[src/hdl/i2cbf_pkg.sv]
package i2cbf_pkg;
	// bus tracker states
	typedef enum logic [1:0] {I2CBF_IDLE, I2CBF_ACTIVE} i2cbf_bus_t;
	// slave byte engine states
	typedef enum logic [2:0] {I2CBF_S_WAIT, I2CBF_S_ADDR, I2CBF_S_ADDR_LO, I2CBF_S_RX, I2CBF_S_TX} i2cbf_slv_t;
	localparam int          I2CBF_CLK_HZ       = 50_000_000;
	localparam int          I2CBF_BITS         = 8;   // data bits per segment
	localparam int          I2CBF_SEG_BITS     = 9;   // data bits plus acknowledge
	localparam int          I2CBF_LONG_HOLD_NS = 300;
	localparam int          I2CBF_SHORT_HOLD_NS = 100;
	localparam int          I2CBF_NS_PER_CLK   = 1_000_000_000 / I2CBF_CLK_HZ;
	// least times round up to whole cycles
	localparam int          I2CBF_LONG_HOLD_CYC  = (I2CBF_LONG_HOLD_NS + I2CBF_NS_PER_CLK - 1) / I2CBF_NS_PER_CLK;
	localparam int          I2CBF_SHORT_HOLD_CYC = (I2CBF_SHORT_HOLD_NS + I2CBF_NS_PER_CLK - 1) / I2CBF_NS_PER_CLK;
	localparam logic [4:0]  I2CBF_TEN_BIT_HDR  = 5'h1e; // 11110 prefix of a ten-bit high byte
	localparam logic [7:0]  I2CBF_RST_ADDR     = 8'h00;
	localparam logic [3:0]  I2CBF_BIT_RST      = 4'h0;
	localparam int          I2CBF_ADDR_HI_MSB  = 2;  // upper ten-bit address bits sit in bits 2..1
	localparam int          I2CBF_ADDR_HI_LSB  = 1;
endpackage

[src/hdl/i2cbf_sync.sv]
`timescale 1ns/1ps
`default_nettype none
// two-flop synchroniser with edge detect on the second stage copy
module i2cbf_sync (
	input  wire logic clk_sys,
	input  wire logic sys_rst,
	input  wire logic clk_en,
	input  wire logic pin_in,
	output logic      level,
	output logic      rise,
	output logic      fall
);
	logic meta_reg;
	logic sync_reg;
	logic last_reg;

	// pins idle high, so reset to the released level
	always_ff @(posedge clk_sys) begin
		if (sys_rst) begin
			meta_reg <= 1'b1;
			sync_reg <= 1'b1;
			last_reg <= 1'b1;
		end else if (clk_en) begin
			meta_reg <= pin_in;
			sync_reg <= meta_reg;
			last_reg <= sync_reg;
		end
	end

	assign level = sync_reg;
	assign rise  = sync_reg & ~last_reg;
	assign fall  = ~sync_reg & last_reg;
endmodule
`default_nettype wire

[src/hdl/i2cbf_top.sv]
`timescale 1ns/1ps
`default_nettype none
module i2cbf_top
	import i2cbf_pkg::*;
(
	input  wire logic       clk_sys,
	input  wire logic       sys_rst,
	input  wire logic       clk_en,
	input  wire logic       module_enable_bit,
	input  wire logic       ten_bit_mode,
	input  wire logic       long_hold_select,
	input  wire logic [7:0] slave_address_register,
	input  wire logic [7:0] slave_address_low,
	input  wire logic       start_req,
	input  wire logic [7:0] tx_data,
	input  wire logic       tx_ack_n,
	input  wire logic       scl_in,
	input  wire logic       sda_in,
	output logic            scl_out,
	output logic            scl_oe,
	output logic            sda_out,
	output logic            sda_oe,
	output logic            bus_active,
	output logic            start_seen,
	output logic            stop_seen,
	output logic            collision,
	output logic            prior_match,
	output logic            addressed,
	output logic            read_dir,
	output logic            rx_valid,
	output logic [7:0]      rx_data,
	output logic            tx_take,
	output logic            ack_seen_n
);
	logic       scl_lvl, scl_rise, scl_fall;
	logic       sda_lvl, sda_rise, sda_fall;
	i2cbf_bus_t bus_reg;
	i2cbf_slv_t slv_reg;
	logic       low_seen_reg;
	logic [3:0] bit_reg;
	logic [7:0] shift_reg;
	logic [7:0] tx_reg;
	logic       sda_drv_reg;
	logic       drv_pend_reg;
	logic       drv_val_reg;
	logic [4:0] hold_reg;
	logic       gen_start_reg;
	logic       acking_reg;
	logic       scl_hold_reg;
	logic       start_ev, stop_ev, active_run;

	// pins cross into the system clock before anything looks at them
	i2cbf_sync u_scl (
		.clk_sys (clk_sys),
		.sys_rst (sys_rst),
		.clk_en  (clk_en),
		.pin_in  (scl_in),
		.level   (scl_lvl),
		.rise    (scl_rise),
		.fall    (scl_fall)
	);
	i2cbf_sync u_sda (
		.clk_sys (clk_sys),
		.sys_rst (sys_rst),
		.clk_en  (clk_en),
		.pin_in  (sda_in),
		.level   (sda_lvl),
		.rise    (sda_rise),
		.fall    (sda_fall)
	);

	// true when the high address byte of a ten-bit address matches
	function automatic logic hi_match(input logic [7:0] b, input logic [7:0] a);
		hi_match = (b[7:3] == I2CBF_TEN_BIT_HDR) &&
			(b[I2CBF_ADDR_HI_MSB:I2CBF_ADDR_HI_LSB] == a[I2CBF_ADDR_HI_MSB:I2CBF_ADDR_HI_LSB]);
	endfunction

	assign active_run = module_enable_bit & clk_en;
	assign start_ev   = sda_fall & scl_lvl;
	assign stop_ev    = sda_rise & scl_lvl & low_seen_reg;

	// bus tracker: a restart is simply a start seen while active
	always_ff @(posedge clk_sys) begin
		if (sys_rst || !module_enable_bit) begin
			bus_reg      <= I2CBF_IDLE;
			low_seen_reg <= 1'b0;
		end else if (clk_en) begin
			if (start_ev) begin
				bus_reg      <= I2CBF_ACTIVE;
				low_seen_reg <= 1'b0;
			end else if (stop_ev || (bus_reg == I2CBF_IDLE && sda_lvl && scl_lvl)) begin
				bus_reg      <= I2CBF_IDLE;
				low_seen_reg <= 1'b0;
			end else if (scl_fall) begin
				low_seen_reg <= 1'b1;
			end
		end
	end

	// event pulses and bus status for the controller
	always_ff @(posedge clk_sys) begin
		if (sys_rst) begin
			start_seen <= 1'b0;
			stop_seen  <= 1'b0;
			bus_active <= 1'b0;
		end else if (clk_en) begin
			start_seen <= module_enable_bit & start_ev;
			stop_seen  <= module_enable_bit & stop_ev;
			// follow the tracker's next state so the start pulse and active level arrive together
			bus_active <= module_enable_bit & (start_ev | ((bus_reg == I2CBF_ACTIVE) & !stop_ev));
		end
	end

	// start generation: only while idle; a low data line under a high clock before we pull it is a collision
	always_ff @(posedge clk_sys) begin
		if (sys_rst || !module_enable_bit) begin
			gen_start_reg <= 1'b0;
		end else if (clk_en) begin
			if (start_req && bus_reg == I2CBF_IDLE && sda_lvl) begin
				gen_start_reg <= 1'b1;
			end else if (!scl_lvl || stop_ev) begin
				gen_start_reg <= 1'b0; // master sequencing takes over once clock goes low
			end
		end
	end

	// collision detect, sticky until reset or disable; reset or disable beats any set
	always_ff @(posedge clk_sys) begin
		if (sys_rst || !module_enable_bit) begin
			collision <= 1'b0;
		end else if (clk_en) begin
			if (start_req && bus_reg == I2CBF_IDLE && !sda_lvl && scl_lvl) begin
				collision <= 1'b1;
			end else if (scl_rise && slv_reg == I2CBF_S_TX && bit_reg < 4'(I2CBF_BITS) &&
					sda_oe == 1'b0 && sda_drv_reg && !sda_lvl && !acking_reg) begin
				collision <= 1'b1; // only while we are sending data bits
			end
		end
	end

	// slave byte engine: bit counter, shifter, address match, direction
	always_ff @(posedge clk_sys) begin
		if (sys_rst || !module_enable_bit) begin
			slv_reg     <= I2CBF_S_WAIT;
			bit_reg     <= I2CBF_BIT_RST;
			shift_reg   <= I2CBF_RST_ADDR;
			prior_match <= 1'b0;
			addressed   <= 1'b0;
			read_dir    <= 1'b0;
			rx_valid    <= 1'b0;
			rx_data     <= I2CBF_RST_ADDR;
			tx_take     <= 1'b0;
			ack_seen_n  <= 1'b1;
		end else if (clk_en) begin
			rx_valid <= 1'b0;
			tx_take  <= 1'b0;
			if (start_ev) begin
				slv_reg   <= I2CBF_S_ADDR;
				bit_reg   <= I2CBF_BIT_RST;
				addressed <= 1'b0;
				read_dir  <= 1'b0;
			end else if (stop_ev) begin
				slv_reg     <= I2CBF_S_WAIT;
				addressed   <= 1'b0;
				prior_match <= 1'b0;
			end else if (scl_rise && slv_reg != I2CBF_S_WAIT) begin
				if (bit_reg < 4'(I2CBF_BITS)) begin
					shift_reg <= {shift_reg[6:0], sda_lvl};
					bit_reg   <= bit_reg + 4'h1;
				end else begin
					bit_reg <= I2CBF_BIT_RST; // ninth pulse is acknowledge
					case (slv_reg)
						I2CBF_S_ADDR: begin
							if (!ten_bit_mode) begin
								if (shift_reg[7:1] == slave_address_register[7:1]) begin
									addressed <= 1'b1;
									read_dir  <= shift_reg[0];
									slv_reg   <= shift_reg[0] ? I2CBF_S_TX : I2CBF_S_RX;
									tx_take   <= shift_reg[0];
								end else begin
									slv_reg <= I2CBF_S_WAIT;
								end
							end else if (hi_match(shift_reg, slave_address_register)) begin
								if (shift_reg[0] && prior_match) begin
									addressed <= 1'b1;
									read_dir  <= 1'b1;
									slv_reg   <= I2CBF_S_TX;
									tx_take   <= 1'b1;
								end else begin
									prior_match <= 1'b0;
									slv_reg     <= shift_reg[0] ? I2CBF_S_WAIT : I2CBF_S_ADDR_LO;
								end
							end else begin
								prior_match <= 1'b0;
								slv_reg     <= I2CBF_S_WAIT;
							end
						end
						I2CBF_S_ADDR_LO: begin
							if (shift_reg == slave_address_low) begin
								addressed   <= 1'b1;
								read_dir    <= 1'b0;
								prior_match <= 1'b1;
								slv_reg     <= I2CBF_S_RX;
							end else begin
								slv_reg <= I2CBF_S_WAIT;
							end
						end
						I2CBF_S_RX: begin
							rx_valid <= 1'b1;
							rx_data  <= shift_reg;
						end
						I2CBF_S_TX: begin
							ack_seen_n <= sda_lvl;
							if (sda_lvl) begin
								slv_reg <= I2CBF_S_WAIT; // master declined more
							end else begin
								tx_take <= 1'b1;
							end
						end
						default: slv_reg <= I2CBF_S_WAIT;
					endcase
				end
			end
		end
	end

	// transmit byte loads when the controller is asked for it
	always_ff @(posedge clk_sys) begin
		if (sys_rst) begin
			tx_reg <= I2CBF_RST_ADDR;
		end else if (clk_en && tx_take) begin
			tx_reg <= tx_data;
		end
	end

	// choose what to put on the data line after each falling clock; applied after the hold delay
	always_ff @(posedge clk_sys) begin
		if (sys_rst || !module_enable_bit) begin
			drv_pend_reg <= 1'b0;
			drv_val_reg  <= 1'b1;
			acking_reg   <= 1'b0;
			hold_reg     <= 5'h00;
		end else if (clk_en) begin
			if (start_ev || stop_ev) begin
				drv_pend_reg <= 1'b1;
				drv_val_reg  <= 1'b1;
				acking_reg   <= 1'b0;
				hold_reg     <= 5'h00;
			end else if (scl_fall) begin
				drv_pend_reg <= 1'b1;
				hold_reg     <= long_hold_select ? 5'(I2CBF_LONG_HOLD_CYC) : 5'(I2CBF_SHORT_HOLD_CYC);
				if (bit_reg == 4'(I2CBF_BITS) && (slv_reg == I2CBF_S_RX ||
						(slv_reg == I2CBF_S_ADDR && ten_bit_mode) || slv_reg == I2CBF_S_ADDR_LO ||
						(slv_reg == I2CBF_S_ADDR && shift_reg[7:1] == slave_address_register[7:1]))) begin
					drv_val_reg <= (slv_reg == I2CBF_S_RX) ? tx_ack_n :
						(slv_reg == I2CBF_S_ADDR_LO) ? (shift_reg != slave_address_low) :
						(ten_bit_mode ? !hi_match(shift_reg, slave_address_register) : 1'b0);
					acking_reg  <= 1'b1;
				end else if (slv_reg == I2CBF_S_TX && bit_reg < 4'(I2CBF_BITS)) begin
					drv_val_reg <= tx_reg[3'(I2CBF_BITS - 1) - bit_reg[2:0]];
					acking_reg  <= 1'b0;
				end else begin
					drv_val_reg <= 1'b1; // release for acknowledge
					acking_reg  <= 1'b0;
				end
			end else if (hold_reg != 5'h00) begin
				hold_reg <= hold_reg - 5'h01;
			end else begin
				drv_pend_reg <= 1'b0;
			end
		end
	end

	// commit data drive once the hold time has passed
	always_ff @(posedge clk_sys) begin
		if (sys_rst || !module_enable_bit) begin
			sda_drv_reg <= 1'b1;
		end else if (clk_en && drv_pend_reg && hold_reg == 5'h00) begin
			sda_drv_reg <= drv_val_reg;
		end
	end

	// clock held low for a cycle as each byte to send is picked up; never pulsed by us
	always_ff @(posedge clk_sys) begin
		if (sys_rst || !module_enable_bit) begin
			scl_hold_reg <= 1'b0;
		end else if (clk_en) begin
			scl_hold_reg <= scl_fall & (slv_reg == I2CBF_S_TX) & (bit_reg == I2CBF_BIT_RST);
		end
	end

	// open-drain pins: value always zero, enable only to pull low
	always_ff @(posedge clk_sys) begin
		if (sys_rst) begin
			scl_out <= 1'b0;
			sda_out <= 1'b0;
			scl_oe  <= 1'b0;
			sda_oe  <= 1'b0;
		end else if (clk_en) begin
			scl_out <= 1'b0;
			sda_out <= 1'b0;
			scl_oe  <= active_run & scl_hold_reg;
			sda_oe  <= active_run & (gen_start_reg | !sda_drv_reg);
		end
	end
endmodule
`default_nettype wire

[config.mk]
export PLATFORM = sky130hd
export DESIGN_NAME = i2cbf_top
export DESIGN_NICKNAME = d
export VERILOG_FILES = /design/src/hdl/i2cbf_pkg.sv /design/src/hdl/i2cbf_sync.sv /design/src/hdl/i2cbf_top.sv
export SDC_FILE = /design/constraint.sdc
export NUM_CORES = 1
export LEC_CHECK = 0
export BUFFER_PORTS_ARGS = -buffer_cell sky130_fd_sc_hd__buf_2
export CORE_AREA = 2 2 66 100
export DETAILED_ROUTE_END_ITERATION = 8
export DIE_AREA = 0 0 68 102
export GPL_ROUTABILITY_DRIVEN = 1
export PLACE_DENSITY = 0.82
export SYNTH_ARGS = -nofsm -noshare
export SYNTH_HDL_FRONTEND = slang
export SYNTH_HIERARCHICAL = 1
export SYNTH_SLANG_ARGS = --single-unit
[constraint.sdc]
create_clock -name clk_sys -period 2.2 [get_ports clk_sys]
set_input_delay 0.33 -clock clk_sys [delete_from_list [all_inputs] [get_ports clk_sys]]
set_output_delay 0.33 -clock clk_sys [all_outputs]
set_load 0.02 [all_outputs]
==> results.cfg, run 1 <==
[floorplan]
core_um2 = 6040
initial_utilization_pct = 53.6
dieWidth_um = 68
fp.dieH_um = 102
io_pins = 56
rows = 35
dieArea_um2 = 6940

[clocking]
cts_root_buf = clkbuf_8
cts.htree.levels = 3
cts_resized = 0
cts_made_buffers = 9
path_clk_slew_ps = 70
cts_tree = built
ctsLongestPathBuffers = 2
cts_sinks = 62
clk_latency_ps = 340
postCtsSetupBuffers = 0
cts.hold.buffers_added = 0

[cells_and_area]
layout_commonest_cell = dfxtp_1
drive_gt1_share_pct = 22.3
final_cell_mix = dfxtp_1 (62), buf_2 (52), nand2_1 (44)
diodes = 0
layout.cells.non_filler = 532
nNetsFinal = 491
syn_to_final_growth_pct = 20.5

[synth]
synth_compound_area_share_pct = 18.7
synth_top_family_by_area = simple AND/OR/NAND/NOR gates
yosys.area_share.simple_pct = 25.2
yosys.area.top_type = dfxtp_1
synth_xor_xnor_area_share_pct = 4.32
synth_fa_ha_area_share_pct = 1.54
synth_flop_cell = dfxtp_1
postSynthCellCount = 391
synth_cell_types = 60
seq_area_frac_synth_pct = 38.3
netlist_area_um2 = 3240
muxShareOfSynthArea_pct = 6.64
synth_edf_count = 0
postSynthAreaPerCell_um2 = 8.29
synth.area.top_cells = dfxtp_1 (38%), mux2i_1 (5.2%), nand2_1 (5.1%), a21oi_1 (4.8%), nor2_1 (3.8%)
ys_ff_latch = 62
synthDominantCellAreaShare_pct = 38.3
synth_warnings = 6
asyncSetResetFlopFracSynth_pct = 0

[placement]
dp_slack_ps = 180
gp_congestion = 0.926
placedCellCount = 516
port_buffers = 52
dp_hpwl_mm = 6.35

[drt]
ant_nets = 0
first_iter_violations = 178
wl_per_cell_um = 15.8
drc = 0
firstDrtPassIters = 4
via_per_inst = 5.83
vias = 3102
wl_mm = 8.43

[worst_setup_path]
critPathBufInv = 0
cp.required_ps = 2430
r2r-start = slv_reg[1]
regToRegEndpoint = read_dir
cp.arrival_ps = 2270
critPathKind = flop to flop
ff2ff_path_depth = 5
critical_path.top_delay_family = compound AO/OA/AOI/OAI gates
cp-end-kind = flop
slowest_delay_ps = 450
crit_fanout = 5
r2r_slack_ps = 170
cp_cell_sequence = or3b_1, or2_1, o41ai_1, a21oi_1, a2111oi_1
slowest_stage = or3b_1
startpoint_type = flop

[global_route]
grt_use_total_pct = 26.8
grt-ovfl-total = 0
grt_pass1_vias = 3051
grt_antenna_before_repair = 0
grt_max_degree = 19
grt_pass1_wl_mm = 13.8

[timing]
tns_ps = 0
finalClockSkew_ps = 7.49
worst_pin_slew_ps = 619
slew_viol_final = 0
hold_ws_ps = 193
max_slew_margin_pct = 58.4
post-route-period-util_pct = 92.5
rsz0062_at_grt = false
min_period_ps = 2030
hold_viol_final = 0
setup_violations = 0
max_freq_mhz = 492
postLayoutSetupSlackWorst_ps = 165

[flow_run]
maxCapViolations = 0

[outcome]
status = completed

[power]
p_leak_nw = 1.57
pwr_density_cell_nw_per_um2 = 662
peakVddDrop_uv = 587

[hold_path]
worstHoldStart = scl_in
hold_end = u_scl/meta_reg
hold_depth = 2
hp-class = input pin to flop
-- cell usage after synthesis (8+ instances only) --
master,instances
nand3_1,20
inv_1,13
nor2b_1,14
xor2_1,12
clkbuf_1,18
nand2_1,44
mux2i_1,17
a21oi_1,31
nor2_1,33
o21ai_0,11
nor3_1,8
dfxtp_1,62
-- cell families after synthesis --
logic type	after synthesis
AO/OA/AOI/OAI	89
XOR/XNOR	16
adder cells (fa/ha/maj)	4
buffers and inverters	39
flip-flops	62
multiplexers	19
other	1
AND/OR/NAND/NOR	161
-- cell type report --
cell class / count / area (µm²)
clock buffers: 10 / 128
clock inverters: 6 / 110
fillers: 516 / 2140
inverters: 13 / 48.8
multi-input cells: 291 / 1850
flip-flops and latches: 62 / 1240
well taps: 74 / 92.6
repair buffers: 76 / 440
-- how the worst max path moves through the flow --
stage | end | depth (start not counted) | slack (ps) | startpoint
global placement | rx_data[3] | 7 | 230 | slv_reg[0]
global route | read_dir | 4 | 30 | slv_reg[0]
finish | read_dir | 5 | 170 | slv_reg[1]
CTS | hold_reg[4] | 6 | 160 | u_sda/level
detailed placement | rx_data[5] | 7 | 180 | slv_reg[0]
floorplan | shift_reg[5] | 6 | 270 | u_scl/level
-- through the flow --
| step | util [%] | instance area, µm² | power, mW |
|---|---|---|---|
| final | 64.7 | 3910 | 2.59 |
| after global routing | 64.7 | 3910 | 2.68 |
| after CTS | 64.5 | 3900 | 2.60 |
| after detailed placement | 60.6 | 3660 | 1.41 |
| after global placement | 60.6 | 3660 | 1.40 |
| after floorplan | - | 3250 | 1.32 |
-- metal layers --
metal | global-route usage (%) | vias to the layer above | wire length [µm]
li1 | - | 1526 | -
met2 | 45.3 | 99 | 4380
met1 | 29.0 | 1442 | 3250
met5 | 0 | - | 0
met3 | 5.73 | 35 | 360
met4 | 18.9 | 0 | 434
-- where the power goes --
part	internal (mW)	switching, mW	leakage (nW)
Combinational	0.0929	0.145	0.957
Sequential	1.14	0.0124	0.501
Clock	0.750	0.448	0.112
(Power assumes the default switching activity.)
==> run 2, diff against run 1 <==
- CELL_PAD_IN_SITES_DETAIL_PLACEMENT: default -> 1
- CELL_PAD_IN_SITES_GLOBAL_PLACEMENT: default -> 1
- CORE_AREA: 2 2 66 100 -> 2 2 82 123
- DIE_AREA: 0 0 68 102 -> 0 0 84 125
- PLACE_DENSITY: 0.82 -> 0.74
==> run 2 against run 1 <==
Compared with the run above: die area increased by 51%; highest routed layer unchanged; critical path depth unchanged; via count decreased by 0.13%; largest cell class unchanged; non-clock buffer count increased by 1; final cell count increased by 7.9%; sequential power about the same; critical endpoint unchanged; register-to-register slack about the same; clock power increased by 25%.
==> results.cfg, run 2 (synthesis gave the netlist of run 1 again) <==
[outcome]
status = completed

[worst_setup_path]
slowest_stage = or3b_1
ff2ff_path_depth = 5
startpoint_type = flop
critPathKind = flop to flop
cp-end-kind = flop
cp_cell_sequence = or3b_1, or2_1, o41ai_1, a21oi_1, a2111oi_1
crit_fanout = 7
cp.required_ps = 2420
cp.arrival_ps = 2270
slowest_delay_ps = 460

[placement]
dp_hpwl_mm = 7.41
gp_congestion = 0.837
placedCellCount = 558
port_buffers = 52

[clocking]
cts_root_buf = clkbuf_16
cts_sinks = 62
clk_latency_ps = 340
cts_made_buffers = 9
cts.htree.levels = 3
ctsLongestPathBuffers = 2
path_clk_slew_ps = 60
cts_tree = built

[cells_and_area]
final_cell_mix = dfxtp_1 (62), buf_2 (52), nand2_1 (44)
drive_gt1_share_pct = 22.7
fillCellCount = 1142
syn_to_final_growth_pct = 24.8
layout_commonest_cell = dfxtp_1
layout.cells.non_filler = 574
nNetsFinal = 492
diodes = 0

[timing]
post-route-period-util_pct = 93.1
slew_viol_final = 0
worst_pin_slew_ps = 622
min_period_ps = 2050
setup_violations = 0
hold_ws_ps = 193
tns_ps = 0
max_slew_margin_pct = 58.1
finalClockSkew_ps = 4.45
rsz0062_at_grt = false
max_freq_mhz = 488
hold_viol_final = 0

[drt]
wl_met2_mm = 5.14
wl_per_cell_um = 17.0
wl_met1_mm = 3.98
first_iter_violations = 112
drc = 0
routed.top_layer = met4
vias = 3098
ant_nets = 0
wl_met3_um = 356
via_per_inst = 5.40
firstDrtPassIters = 4
wl_mm = 9.78

[floorplan]
dieWidth_um = 84
io_pins = 56
core_um2 = 9520
fp.dieH_um = 125
dieArea_um2 = 10500
initial_utilization_pct = 34.0
rows = 44

[hold_path]
hp-class = input pin to flop
hold_depth = 2

[global_route]
grt_pass1_wl_mm = 16.3
grt_pass1_vias = 3316
grt_antenna_before_repair = 0
grt-ovfl-total = 0
grt_use_total_pct = 19.8
grt_max_degree = 31

[power]
pwr_density_cell_nw_per_um2 = 718
peakVddDrop_uv = 414
p_leak_nw = 1.62

[flow_run]
maxCapViolations = 0
-- run 2: cell count changes in the layout (fill, tap and decap cells not counted), moves of 2 or more --
cell,delta
clkbuf_16,+9
bufinv_16,-2
inv_6,+2
clkbuf_8,-7
-- run 2: path summary, 6_finish.rpt --
| path | startpoint | end | slack, ps |
|---|---|---|---|
| worst max-delay path | slv_reg[0] | read_dir | 150 |
| worst max register to register | slv_reg[0] | read_dir | 150 |
| worst min-delay path | scl_in | u_scl/meta_reg | 190 |
| worst min register to register | tx_reg[1] | tx_reg[1] | 460 |
-- run 2: routing by layer --
metal  up-vias  track usage, %
li1       1519               -
met1      1496            21.1
met2        66            36.1
met3        17            4.22
met4         0            10.2
met5         -               0
-- run 2: final cells by class --
cell class | instances | area (µm²) | share of cell area [%]
inverter | 13 | 48.8 | 1.21
tap | 115 | 144 | 3.56
clock buffer | 11 | 253 | 6.25
multi-input combinational | 291 | 1850 | 45.7
sequential | 62 | 1240 | 30.7
timing repair buffer | 77 | 448 | 11.1
clock inverter | 5 | 63.8 | 1.58
-- run 2: where the power goes --
part / switching [mW] / leakage, nW / internal [mW]
sequential: 0.0123 / 0.501 / 1.14
combinational: 0.155 / 0.968 / 0.0947
clock: 0.557 / 0.153 / 0.948
-- run 2: per-stage QoR --
stage | setup WS, ps | instance area [µm²] | util, % | total power, mW
floorplan | 269 | 3250 | - | 1.32
global placement | 150 | 3720 | 39.1 | 1.41
detailed placement | 118 | 3720 | 39.1 | 1.42
CTS | 82.0 | 4040 | 42.4 | 2.94
global route | 54.0 | 4050 | 42.5 | 3.00
finish | 152 | 4050 | 42.5 | 2.91
-- run 2: timing repair --
action                                  CTS  global route
buffers inserted                          0             0
hold buffers                              0             0
resized for setup                         0             3
endpoints found under the setup margin    0            13
-- run 2: critical path: cells and delay by family, from the launching register on --
kind               cells  cell delay, ps
AOI/OAI and AO/OA      3             800
DFF                    1             390
and+or+nand+nor        2             740
==> run 3, diff against run 2 <==
- PLACE_DENSITY: 0.74 -> 0.72
==> run 3 against run 2 <==
Compared with the run above: worst setup slack worse by 0.56 ps; power rose by 1.9%; via count up 0.77%.
==> results.cfg, run 3 (synthesis gave the netlist of run 1 again) <==
[outcome]
status = completed

[global_route]
grt_use_total_pct = 19.9
grt_pass1_vias = 3333
grt-ovfl-total = 0
grt_pass1_wl_mm = 16.4
grt_max_degree = 31
grt_antenna_before_repair = 0

[worst_setup_path]
startpoint_type = flop
cp.required_ps = 2420
crit_fanout = 10
regToRegEndpoint = read_dir
crit_start = slv_reg[0]
r2r-start = slv_reg[0]
cp-end-kind = flop
ff2ff_path_depth = 5
cp.arrival_ps = 2270
r2r_slack_ps = 150
critPathKind = flop to flop

[clocking]
cts.htree.levels = 3
cts_sinks = 62
cts_resized = 0
cts.hold.buffers_added = 0
cts_made_buffers = 9
path_clk_slew_ps = 60
cts_tree = built
clk_latency_ps = 340
postCtsSetupBuffers = 0
cts_root_buf = clkbuf_16
ctsLongestPathBuffers = 2

[timing]
postLayoutSetupSlackWorst_ps = 151
slew_viol_final = 0
hold_viol_final = 0
max_slew_margin_pct = 67.2
max_freq_mhz = 488
setup_violations = 0
min_period_ps = 2050
post-route-period-util_pct = 93.1
finalClockSkew_ps = 3.89
worst_pin_slew_ps = 488
tns_ps = 0
rsz0062_at_grt = false

[cells_and_area]
final_util_pct = 42.9
syn_to_final_growth_pct = 26.0
nNetsFinal = 493
layout.cells.non_filler = 575
drive_gt1_share_pct = 23.3
diodes = 0
final_cell_mix = dfxtp_1 (62), buf_2 (52), nand2_1 (44)
layout_commonest_cell = dfxtp_1

[flow_run]
maxCapViolations = 0

[drt]
wl_met2_mm = 5.35
wl_per_cell_um = 17.4
wl_mm = 10.0
via_per_inst = 5.43
ant_nets = 0
vias = 3122
firstDrtPassIters = 4
routed.top_layer = met4
wl_met1_mm = 4.01
wl_met3_um = 310
drc = 0
first_iter_violations = 161

[floorplan]
dieArea_um2 = 10500
rows = 44
io_pins = 56
core_um2 = 9520
initial_utilization_pct = 34.0
dieWidth_um = 84
fp.dieH_um = 125

[placement]
port_buffers = 52
placedCellCount = 559
dp_hpwl_mm = 7.50
gp_congestion = 0.847
dp_slack_ps = 75.2

[hold_path]
hold_end = u_scl/meta_reg
hp-class = input pin to flop
hold_depth = 2
worstHoldStart = scl_in

[power]
peakVddDrop_uv = 500
p_leak_nw = 1.63
pwr_density_cell_nw_per_um2 = 725
power_mw = 2.96
## run 3: changes by cell type in the layout (fill, tap and decap cells not counted), sizes merged
cell | previous run | this run
clkbuf | 11 | 9
buf | 77 | 78
bufinv | 1 | 2
clkinv | 1 | 2
clkinvlp | 1 | 2
inv | 15 | 14
## run 3: worst max-delay path, stage by stage, from the launching register on
cell	delay, ps
dfxtp_1	390
or3b_1	450
or2_1	280
o41ai_2	320
a21oi_1	90
a2111oi_1	390
## run 3: worst max path at each step
stage                               to  slack (ps)
after floorplan           shift_reg[5]         270
after global placement      bit_reg[2]         160
after detailed placement    rx_data[2]          80
after CTS                   rx_data[2]          20
after global routing          read_dir          20
final                         read_dir         150
## run 3: power by group
group          internal (mW)  leakage [nW]  switching [mW]  total, mW
Combinational         0.0968         0.979           0.156      0.253
Sequential              1.14         0.501          0.0121       1.15
Clock                  0.994         0.152           0.563       1.56
## run 3: per-stage QoR
stage | hold WS, ps | area, µm²
3_3_place_gp | 445 | 3740
2_1_floorplan | 399 | 3250
5_1_grt | 199 | 4090
3_5_place_dp | 448 | 3740
6_report | 196 | 4090
4_1_cts | 192 | 4060
## run 3: cell type report
| cell class | instances | area (µm²) |
|---|---|---|
| Timing Repair Buffer | 78 | 468 |
| Sequential cell | 62 | 1240 |
| Clock inverter | 7 | 97.6 |
| Inverter | 13 | 48.8 |
| Tap cell | 115 | 144 |
| Clock buffer | 9 | 225 |
| Multi-Input combinational cell | 291 | 1860 |
| Fill cell | 1159 | 5440 |
## run 3: metal layers
metal | GRT usage, % | vias to the layer above
met5 | 0 | -
met1 | 20.7 | 1514
met4 | 12.0 | 0
met3 | 3.30 | 20
li1 | - | 1523
met2 | 36.7 | 65
